### config.mk
export PLATFORM = sky130hd
export DESIGN_NAME = mem_fault_status_capture
export DESIGN_NICKNAME = d
export VERILOG_FILES = /design/src/pkg/mfs_pkg.sv /design/src/mfs_flag_cell.sv /design/src/mem_fault_status_capture.sv
export SDC_FILE = /design/constraint.sdc
export NUM_CORES = 1
export LEC_CHECK = 0
export ABC_AREA = 1
export BUFFER_PORTS_ARGS = -buffer_cell sky130_fd_sc_hd__buf_2
export CORE_UTILIZATION = 40
export CTS_BUF_LIST = sky130_fd_sc_hd__clkbuf_8
export CTS_CLUSTER_DIAMETER = 120
export DETAILED_ROUTE_END_ITERATION = 16
export PLACE_DENSITY = 0.66
export RECOVER_POWER = 100
export SETUP_SLACK_MARGIN = 0.1
export SYNTH_ARGS = -nofsm -noshare
export SYNTH_HDL_FRONTEND = slang
export SYNTH_HIERARCHICAL = 1
export SYNTH_SLANG_ARGS = --single-unit
export TNS_END_PERCENT = 20
### constraint.sdc
create_clock -name mclk -period 4.58 [get_ports mclk]
set_clock_uncertainty 0.2 [all_clocks]
set_input_delay 1.145 -clock mclk [delete_from_list [all_inputs] [get_ports mclk]]
set_output_delay 1.145 -clock mclk [all_outputs]
set_load 0.05 [all_outputs]
### src/pkg/mfs_pkg.sv
// Package for the memory fault status capture block.
// Assumes a classic Wishbone slave with 32-bit data and byte addresses.
`default_nettype none
package mfs_pkg;
   // Register byte offsets.
   localparam logic [3:0] OFF_STATUS   = 4'h0;
   localparam logic [3:0] OFF_ADDRESS  = 4'h4;
   localparam logic [3:0] OFF_IRQMASK  = 4'h8;
   localparam logic [3:0] OFF_FLAGSTAT = 4'hc;
   // Status field positions.
   localparam int BIT_IACC  = 0;
   localparam int BIT_DACC  = 1;
   localparam int BIT_UNSTK = 3;
   localparam int BIT_STK   = 4;
   localparam int BIT_VALID = 7;
   // Writable (write-one-to-clear) bits; 6:5 and 2 are reserved.
   localparam logic [7:0] STATUS_W1C_MASK = 8'h9b;
   localparam logic [7:0] STATUS_RESET    = 8'h00;
   localparam logic [7:0] MASK_RESET      = 8'h00;
   localparam logic [31:0] ADDR_RESET     = 32'h0000_0000;
   // Bus slave states, Gray coded.
   typedef enum logic [1:0]
   {
      MFS_IDLE = 2'b00,
      MFS_ACK  = 2'b01
   } mfs_bus_t;
endpackage
`default_nettype wire

### src/mfs_flag_cell.sv
// Holds one sticky fault flag: hardware sets, software clears by writing one.
// Assumes set and clear pulses synchronous to mclk.
`timescale 1ns/1ns
`default_nettype none
module mfs_flag_cell
(
   input  wire logic mclk,
   input  wire logic rst,
   input  wire logic setPulse,
   input  wire logic clearPulse,
   output logic      flag
);
   typedef struct packed
   {
      logic flag;
   } mfs_cell_t;

   mfs_cell_t state_q;
   mfs_cell_t state_d;

   // A set in the same cycle as a clear wins, so no event is lost.
   always_comb
   begin
      state_d = state_q;
      if (clearPulse)
      begin
         state_d.flag = 1'b0;
      end
      if (setPulse)
      begin
         state_d.flag = 1'b1;
      end
   end

   // Registers the flag.
   always_ff @(posedge mclk or posedge rst)
   begin
      if (rst)
      begin
         state_q <= '0;
      end
      else
      begin
         state_q <= state_d;
      end
   end

   assign flag = state_q.flag;
endmodule
`default_nettype wire

### src/mem_fault_status_capture.sv
// Memory management fault status capture with its fault address register.
// Assumes the core fault logic gives one-cycle pulses and a Wishbone master.
`timescale 1ns/1ns
`default_nettype none
module mem_fault_status_capture
(
   input  wire logic        mclk,
   input  wire logic        rst,
   input  wire logic        wb_cyc_i,
   input  wire logic        wb_stb_i,
   input  wire logic        wb_we_i,
   input  wire logic [3:0]  wb_adr_i,
   input  wire logic [3:0]  wb_sel_i,
   input  wire logic [31:0] wb_dat_i,
   output logic [31:0]      wb_dat_o,
   output logic             wb_ack_o,
   input  wire logic        stackEntryFault,
   input  wire logic        unstackReturnFault,
   input  wire logic        dataAccessFault,
   input  wire logic [31:0] dataFaultAddr,
   input  wire logic        fetchFault,
   input  wire logic        fetchExecuteNever,
   input  wire logic        mpuEnable,
   input  wire logic [31:0] faultPc,
   output logic             stackPointerAdjust,
   output logic             contextSave,
   output logic [31:0]      stackedPc,
   output logic             irq
);
   typedef struct packed
   {
      mfs_pkg::mfs_bus_t bus;
      logic [31:0]       rdata;
      logic [31:0]       faultAddr;
      logic [7:0]        mask;
      logic              spAdjust;
      logic              ctxSave;
      logic [31:0]       retPc;
   } mfs_state_t;

   mfs_state_t state_q;
   mfs_state_t state_d;
   logic [7:0] status;
   logic [7:0] setVec;
   logic [7:0] clrVec;
   logic       wrStatus;
   logic       busReq;

   // Checks one address against a register offset; byte lane selects are not looked at.
   function automatic logic hit(input logic [3:0] adr, input logic [3:0] off);
      hit = (adr == off);
   endfunction

   assign busReq   = wb_cyc_i && wb_stb_i && (state_q.bus == mfs_pkg::MFS_IDLE);
   assign wrStatus = busReq && wb_we_i && wb_sel_i[0] && hit(wb_adr_i, mfs_pkg::OFF_STATUS);

   // Event vector; execute-never fetches fault regardless of mpuEnable.
   always_comb
   begin
      setVec = 8'h00;
      setVec[mfs_pkg::BIT_STK]   = stackEntryFault;
      setVec[mfs_pkg::BIT_UNSTK] = unstackReturnFault;
      setVec[mfs_pkg::BIT_DACC]  = dataAccessFault;
      setVec[mfs_pkg::BIT_IACC]  = fetchFault || fetchExecuteNever;
      setVec[mfs_pkg::BIT_VALID] = dataAccessFault;
   end

   // Only ones written to writable bits clear; zeros and reserved bits do nothing.
   assign clrVec = wrStatus ? (wb_dat_i[7:0] & mfs_pkg::STATUS_W1C_MASK) : 8'h00;

   // One sticky cell per implemented flag; reserved cells stay zero.
   genvar gi;
   generate
      for (gi = 0; gi < 8; gi++)
      begin : g_flag
         if (mfs_pkg::STATUS_W1C_MASK[gi])
         begin : g_cell
            mfs_flag_cell u_cell
            (
               .mclk       (mclk),
               .rst        (rst),
               .setPulse   (setVec[gi]),
               .clearPulse (clrVec[gi]),
               .flag       (status[gi])
            );
         end
         else
         begin : g_res
            assign status[gi] = 1'b0;
         end
      end
   endgenerate

   // Next-state logic for bus slave, address capture and stacking controls.
   always_comb
   begin
      state_d = state_q;
      state_d.spAdjust = 1'b0;
      state_d.ctxSave  = 1'b0;
      if (dataAccessFault)
      begin
         state_d.faultAddr = dataFaultAddr;
      end
      // Stacking and unstacking faults never touch faultAddr.
      if (stackEntryFault)
      begin
         state_d.spAdjust = 1'b1;
         state_d.ctxSave  = 1'b1;
      end
      if (dataAccessFault || fetchFault || fetchExecuteNever)
      begin
         state_d.retPc    = faultPc;
         state_d.spAdjust = 1'b1;
         state_d.ctxSave  = 1'b1;
      end
      if (unstackReturnFault)
      begin
         state_d.spAdjust = 1'b0;
         state_d.ctxSave  = 1'b0;
      end
      case (state_q.bus)
         mfs_pkg::MFS_IDLE:
         begin
            if (busReq)
            begin
               state_d.bus   = mfs_pkg::MFS_ACK;
               state_d.rdata = 32'h0000_0000;
               if (hit(wb_adr_i, mfs_pkg::OFF_STATUS))
               begin
                  state_d.rdata = {24'h00_0000, status};
               end
               else if (hit(wb_adr_i, mfs_pkg::OFF_ADDRESS))
               begin
                  state_d.rdata = state_q.faultAddr;
                  // A data fault in the same cycle keeps its captured address, so software cannot mask it.
                  if (wb_we_i && !dataAccessFault)
                  begin
                     if (wb_sel_i[0])
                     begin
                        state_d.faultAddr[7:0] = wb_dat_i[7:0];
                     end
                     if (wb_sel_i[1])
                     begin
                        state_d.faultAddr[15:8] = wb_dat_i[15:8];
                     end
                     if (wb_sel_i[2])
                     begin
                        state_d.faultAddr[23:16] = wb_dat_i[23:16];
                     end
                     if (wb_sel_i[3])
                     begin
                        state_d.faultAddr[31:24] = wb_dat_i[31:24];
                     end
                  end
               end
               else if (hit(wb_adr_i, mfs_pkg::OFF_IRQMASK))
               begin
                  state_d.rdata = {24'h00_0000, state_q.mask};
                  if (wb_we_i && wb_sel_i[0])
                  begin
                     state_d.mask = wb_dat_i[7:0] & mfs_pkg::STATUS_W1C_MASK;
                  end
               end
               else if (hit(wb_adr_i, mfs_pkg::OFF_FLAGSTAT))
               begin
                  state_d.rdata = {31'h0000_0000, mpuEnable};
               end
            end
         end
         mfs_pkg::MFS_ACK:
         begin
            state_d.bus = mfs_pkg::MFS_IDLE;
         end
         default:
         begin
            state_d.bus = mfs_pkg::MFS_IDLE;
         end
      endcase
   end

   // Registers all state.
   always_ff @(posedge mclk or posedge rst)
   begin
      if (rst)
      begin
         state_q.bus       <= mfs_pkg::MFS_IDLE;
         state_q.rdata     <= 32'h0000_0000;
         state_q.faultAddr <= mfs_pkg::ADDR_RESET;
         state_q.mask      <= mfs_pkg::MASK_RESET;
         state_q.spAdjust  <= 1'b0;
         state_q.ctxSave   <= 1'b0;
         state_q.retPc     <= 32'h0000_0000;
      end
      else
      begin
         state_q <= state_d;
      end
   end

   assign wb_ack_o           = (state_q.bus == mfs_pkg::MFS_ACK);
   assign wb_dat_o           = state_q.rdata;
   assign stackPointerAdjust = state_q.spAdjust;
   assign contextSave        = state_q.ctxSave;
   assign stackedPc          = state_q.retPc;
   // Level interrupt while an unmasked status bit is set.
   assign irq = |(status & state_q.mask);

   // Each fault event sets its own sticky flag one cycle later.
   a_stk_sets: assert property (@(posedge mclk) disable iff (rst)
      stackEntryFault
      |=> status[mfs_pkg::BIT_STK])
      else $error("stack flag not set");
   a_unstk_sets: assert property (@(posedge mclk) disable iff (rst)
      unstackReturnFault
      |=> status[mfs_pkg::BIT_UNSTK])
      else $error("unstack flag not set");
   a_data_sets: assert property (@(posedge mclk) disable iff (rst)
      dataAccessFault
      |=> status[mfs_pkg::BIT_DACC])
      else $error("data flag not set");
   a_fetch_sets: assert property (@(posedge mclk) disable iff (rst)
      fetchFault
      |=> status[mfs_pkg::BIT_IACC])
      else $error("fetch flag not set");
   a_xn_fetch: assert property (@(posedge mclk) disable iff (rst)
      (fetchExecuteNever && !mpuEnable)
      |=> status[mfs_pkg::BIT_IACC])
      else $error("xn fetch missed");

   // Only a data fault captures an address and marks it valid; other faults leave it alone.
   a_data_capture: assert property (@(posedge mclk) disable iff (rst)
      dataAccessFault
      |=> (status[mfs_pkg::BIT_VALID] && state_q.faultAddr == $past(dataFaultAddr)))
      else $error("data fault not captured");
   a_valid_source: assert property (@(posedge mclk) disable iff (rst)
      (!dataAccessFault && !status[mfs_pkg::BIT_VALID])
      |=> !status[mfs_pkg::BIT_VALID])
      else $error("valid flag set without data fault");
   a_addr_held: assert property (@(posedge mclk) disable iff (rst)
      (status[mfs_pkg::BIT_VALID] && !dataAccessFault && !busReq)
      |=> $stable(state_q.faultAddr))
      else $error("valid address changed");
   a_stk_noaddr: assert property (@(posedge mclk) disable iff (rst)
      (stackEntryFault && !dataAccessFault && !busReq)
      |=> $stable(state_q.faultAddr))
      else $error("stack fault wrote address");
   a_unstk_noaddr: assert property (@(posedge mclk) disable iff (rst)
      (unstackReturnFault && !dataAccessFault && !busReq)
      |=> $stable(state_q.faultAddr))
      else $error("unstack fault wrote address");
   a_fetch_noaddr: assert property (@(posedge mclk) disable iff (rst)
      ((fetchFault || fetchExecuteNever) && !dataAccessFault && !busReq)
      |=> $stable(state_q.faultAddr))
      else $error("fetch fault wrote address");

   // Stacking controls and the stacked return pc.
   a_stk_adjust: assert property (@(posedge mclk) disable iff (rst)
      (stackEntryFault && !unstackReturnFault)
      |=> stackPointerAdjust)
      else $error("stack fault did not adjust sp");
   a_unstk_nosave: assert property (@(posedge mclk) disable iff (rst)
      unstackReturnFault
      |=> (!stackPointerAdjust && !contextSave))
      else $error("unstack adjusted sp");
   a_data_pc: assert property (@(posedge mclk) disable iff (rst)
      dataAccessFault
      |=> (stackedPc == $past(faultPc)))
      else $error("data fault pc not stacked");
   a_fetch_pc: assert property (@(posedge mclk) disable iff (rst)
      (fetchFault || fetchExecuteNever)
      |=> (stackedPc == $past(faultPc)))
      else $error("fetch fault pc not stacked");

   // Reserved positions of status and mask never hold a one.
   a_reserved_zero: assert property (@(posedge mclk) disable iff (rst)
      ((status & ~mfs_pkg::STATUS_W1C_MASK) == 8'h00)
      && ((state_q.mask & ~mfs_pkg::STATUS_W1C_MASK) == 8'h00))
      else $error("reserved bit set");

   // Software clears: a one clears its own flag only, zeros do nothing, events win.
   a_set_wins: assert property (@(posedge mclk) disable iff (rst)
      (wrStatus && wb_dat_i[mfs_pkg::BIT_IACC] && (fetchFault || fetchExecuteNever))
      |=> status[mfs_pkg::BIT_IACC])
      else $error("set lost to clear");
   a_zero_write: assert property (@(posedge mclk) disable iff (rst)
      (wrStatus && !wb_dat_i[mfs_pkg::BIT_VALID] && status[mfs_pkg::BIT_VALID])
      |=> status[mfs_pkg::BIT_VALID])
      else $error("zero write cleared flag");
   a_clear_one: assert property (@(posedge mclk) disable iff (rst)
      (wrStatus && wb_dat_i[mfs_pkg::BIT_UNSTK] && !wb_dat_i[mfs_pkg::BIT_STK]
       && !unstackReturnFault && !stackEntryFault && status[mfs_pkg::BIT_STK])
      |=> (!status[mfs_pkg::BIT_UNSTK] && status[mfs_pkg::BIT_STK]))
      else $error("w1c disturbed others");
   a_clear_valid: assert property (@(posedge mclk) disable iff (rst)
      (wrStatus && wb_dat_i[mfs_pkg::BIT_VALID] && !dataAccessFault)
      |=> !status[mfs_pkg::BIT_VALID])
      else $error("valid flag not cleared");
endmodule
`default_nettype wire

# After elaboration in Yosys (flattened, before gate mapping)
# Index checks and enable logic that the tools add are counted.
# totals
register_bits,110
in_bits,115
word_cells,73
# op_classes
eq_ne,5
mux,32
n_bitwise,3
reduce_logical,21
# ops
op,n
2-to-1 mux 32 bit,6
2-to-1 mux 40 bit,2
2-to-1 mux 74 bit,1
2-to-1 mux 8 bit,8
2-to-1 mux 34 bit,1
2-to-1 mux 1 bit,11
nonzero test 2 bit,5
bitwise AND 8 bit,1
"equality test 4 bit, second input constant",2
OR reduction 8 bit,1
logical AND 1 bit,7
2-to-1 mux 2 bit,3
AND reduction 6 bit,1
"equality test 4 x 3 -> 1 bit, second input constant",1
zero test 4 bit,1
logical OR 1 bit,3
"equality test 2 x 1 -> 1 bit, second input constant",1
zero test 2 bit,1
"inequality test 2 bit, second input constant",1
NOT 1 bit,2
AND reduction 2 bit,1
zero test 1 bit,1

# Depth between registers and ports, before layout
# depth
ltp_word,8
depth_mapped,9

# Hierarchy
# Netlist, hierarchy kept.
# by_module_without_submodules
module,n_inst,cells_per_inst,area_each_um2,seq_area_each_um2
mem_fault_status_capture,1,642,5126.2,2577.5
mfs_flag_cell,5,6,43.8,25.0

# Worst setup path after synthesis
# Ideal clock, no wire load.
# synth_path
path_type,input to register
startpoint,input port wb_cyc_i
endpoint,register g_flag[0].g_cell.u_cell.state_q
setup_time_ns,0.116
arrival_time_ns,2.159
path_slack_ns,2.104
path_stages,9
n_path_buf,0
cell_sequence,nand2_1 nor2_4 inv_2 nor2_2 nand4_1 nor2_1 inv_1 nand2_1 nand2_1
# synth_between
elab_chain_cells,7
# synth_rtl
element,line,rtl
from (decl),mem_fault_status_capture.sv:9,"input wire logic wb_cyc_i,"
logical AND 1 bit (2 in a row),mem_fault_status_capture.sv:54,assign busReq = wb_cyc_i && wb_stb_i && (state_q.bus == mfs_pkg::MFS_IDLE);
logical AND 1 bit (3 in a row),mem_fault_status_capture.sv:55,"assign wrStatus = busReq && wb_we_i && wb_sel_i[0] && hit(wb_adr_i, mfs_pkg::OFF_STATUS);"
2-to-1 mux 8 bit,mem_fault_status_capture.sv:69,assign clrVec = wrStatus ? (wb_dat_i[7:0] & mfs_pkg::STATUS_W1C_MASK) : 8'h00;
net clrVec[0],mem_fault_status_capture.sv:45,logic [7:0] clrVec;
nonzero test 2 bit (no source line),n/a,
to (signal assigned),mfs_flag_cell.sv:44,state_q <= state_d;
to (decl),mfs_flag_cell.sv:18,mfs_cell_t state_q;
# The timed path passes the listed nets, and every way through them passes these cells.
# A chain may end at the register's enable or synchronous reset.

# Worst setup path after layout
# layout_path
startpoint,input port wb_stb_i
endpoint,register g_flag[3].g_cell.u_cell.state_q
# layout_between
elab_chain_cells,7
# layout_rtl
element,line,rtl
from (decl),mem_fault_status_capture.sv:10,"input wire logic wb_stb_i,"
logical AND 1 bit (2 in a row),mem_fault_status_capture.sv:54,
logical AND 1 bit (3 in a row),mem_fault_status_capture.sv:55,
2-to-1 mux 8 bit,mem_fault_status_capture.sv:69,
net clrVec[3],mem_fault_status_capture.sv:45,
nonzero test 2 bit (no source line),n/a,
to (signal assigned),mfs_flag_cell.sv:44,
to (decl),mfs_flag_cell.sv:18,
# The timed path passes the listed nets, and every way through them passes these cells.

==> impl_results.md <==
- Sink Count: about 110
- Power per standard cell area: approximately 330 mW/mm2
- FF/Latch Area: about 0.0027 mm2
- Status: complete, but fails checks
- Setup Viol. Count Final: 0
- Total Power: 1.983 mW
- CTS tree: built
- Post-route ant nets: 0
- Total of max-cap violations: 1
- Htree depth: 3
- Gr ovfl total: 0
- Worst slack, placed: about 1.4 ns
- DIE AREA: approximately 0.014 mm2
- GPL Wtd Cong: 0.8566
- Most frequent cells in the layout: 203 x nand2_1, 112 x buf_2, 108 x dfrtp_1
- IO buf count: 182
- Diode count: 0
- DP Cell Count: 940
- Initial Util: 0.4168
- Largest net degree at the start of global routing: 70
- Hold Crit Depth: 2
- Post-Syn Nets: 787
- Setup ws final: 1.110 ns
- Routed vias/inst: about 4.6
- Drt pass-1 iters: 4
- Initial antenna violation count: 0
- # fillers: around 1,400
- Synthesized flop and latch total: approximately 110
- Yosys Warn Count: 6
- Max clock buf depth: 2
- Worst-Margin Slew: about 1.7 ns
- Critical Path RT: approximately 4.6 ns
- Non-filler cells, final: 956
- Max Fanout on Critical Path: 33
- Syn Area/Cell: 7.954 um2
- Multi-input gate area: between 0.0015 and 0.002 mm2
- Worst slew margin: -0.1421
- Sequential share of the synthesized area: 0.5056
- RSZ-0062 raised after global routing: false
- Hold Buf Count CTS: 0
- Tmin final: 3.470 ns
- Synth unique cells: 21
- Post-synth top area share: 0.5056
- Final Hold Viols: 0
- Cell Area, Placed: around 0.006 mm2
- Final wirelength: about 13,000 um
- Net count, final: roughly 900
- Max-slew violations: 66
- First DRT Iteration DRCs: 269
- Worst-case reg-to-reg path depth: 8
- DP HPWL: between 9000 and 10,000 um
- Vias: between 4,000 and 5,000
- Worst-Skew Late Latency: 0.37 ns
- Critical path type: in -> reg
- Setup crit end kind: flip-flop
- Global-route wire length before repair: ~21,000 um
- Synth area leaders: dfrtp_1 51%, nand2_1 14%, buf_4 9.1%, o21ai_0 8.3%, inv_1 6.3%
- Design Area, Final: between 0.005 and 0.006 mm2
- Fin Setup TNS: 0 ns
- Row cnt: 41
- Die span in x: between 100 and 150 um
- WP data arrival: between 3 and 4 ns
- Leakage power: 3.241 nW
- DRC: 0
- WL/cell: around 13 um
- Largest area contributor in the netlist: dfrtp_1
- Startpoint Class: input pin
- Gr usage total: 0.1924
- Failing checks: capacitance limit, slew limit
- Worst Hold Class: reg -> reg
- Chip height: roughly 120 um
- Root Driver: clkbuf_8
- Cts repair resizes: 0
- Post-CTS Setup Repair Bufs: 0
- Synthesized area: 0.005345 mm2
- Max IR drop VDD: 0.1406 mV
- Commonest non-fill, non-tap cell in the layout: nand2_1
- Area delta synth->final: 12.13%
- CTS buffer count: 9
- Core area: around 0.013 mm2
- Fin crit share: 0.7576
- Fraction of layout cells with a size suffix above 1: 0.1798
- Syn Inst Count: 672
- Vias in the first global route: 4,207
- Fmax: between 200 and 300 MHz
- Worst-path clk slew: 0.12 ns
- IO Count: approximately 180
## critical path, stage by stage
cell and delay [ns]:
buf_2 0.08, nand2_1 0.08, nor2_1 0.41, inv_1 0.66, nor2_2 0.57, nand4_1 0.27
nor2_1 0.16, inv_1 0.06, nand2_1 0.05, nand2_1 0.05
## cell families after synthesis
family	Yosys count	synth area share
compound gates	101	0.09504
buf+inv	182	0.1774
simple gates	281	0.2219
flops	108	0.5056
## final cells by class
class | instances | area share
multi-input combinational | 382 | 0.2814
timing repair buffer | 186 | 0.1411
inverter | 92 | 0.05804
tap | 172 | 0.03591
clock buffer | 10 | 0.02296
clock inverter | 6 | 0.009603
sequential | 108 | 0.4509
## worst paths after layout
kind / end / slack (ns) / from
setup / recovery: g_flag[3].g_cell.u_cell/flag / 1.11 / wb_stb_i
hold / removal: wb_dat_o[17] / 0.30 / wb_dat_o[17]
setup reg to reg: g_flag[3].g_cell.u_cell/flag / 1.61 / state_q[106]
hold reg to reg: wb_dat_o[17] / 0.30 / wb_dat_o[17]
max in group asynchronous: stackedPc[18] / 1.95 / rst
min in group asynchronous: g_flag[1].g_cell.u_cell/flag / 0.52 / rst
## synthesized netlist by cell type (all sizes together)
| cell | number |
|---|---|
| a21oi | 1 |
| nand4 | 7 |
| or2 | 2 |
| nand3 | 50 |
| clkbuf | 13 |
| buf | 77 |
| nand2 | 204 |
| o21ai | 99 |
| inv | 92 |
| dfrtp | 108 |
| nor2 | 18 |
| o21bai | 1 |
## state kept, by name, indices dropped and copies added, names as in the netlist
register	count
wb_dat_o	32
stackedPc	32
state_q	38
g_flag.g_cell.u_cell/flag	5
contextSave	1
## report_power, final
group	switching [mW]	internal, mW
registers	0.0292	1.01
logic	0.277	0.0939
clock network	0.346	0.222
total	0.652	1.33
## per-stage QoR
step	hold slack, ns	utilization
floorplan	0.2501	-
global placement	0.2611	0.4601
detailed placement	0.2619	0.4601
CTS	0.2894	0.4753
global route	0.3275	0.4673
finish	0.2964	0.4673
## layer usage
layer	vias to the layer above	track usage	wire (um)
li1	2233	-	-
met1	2030	0.2679	5962
met2	143	0.3021	5982
met3	10	0.03682	683
met4	0	0.06090	134
met5	-	0	0
(Power assumes the default switching activity.)
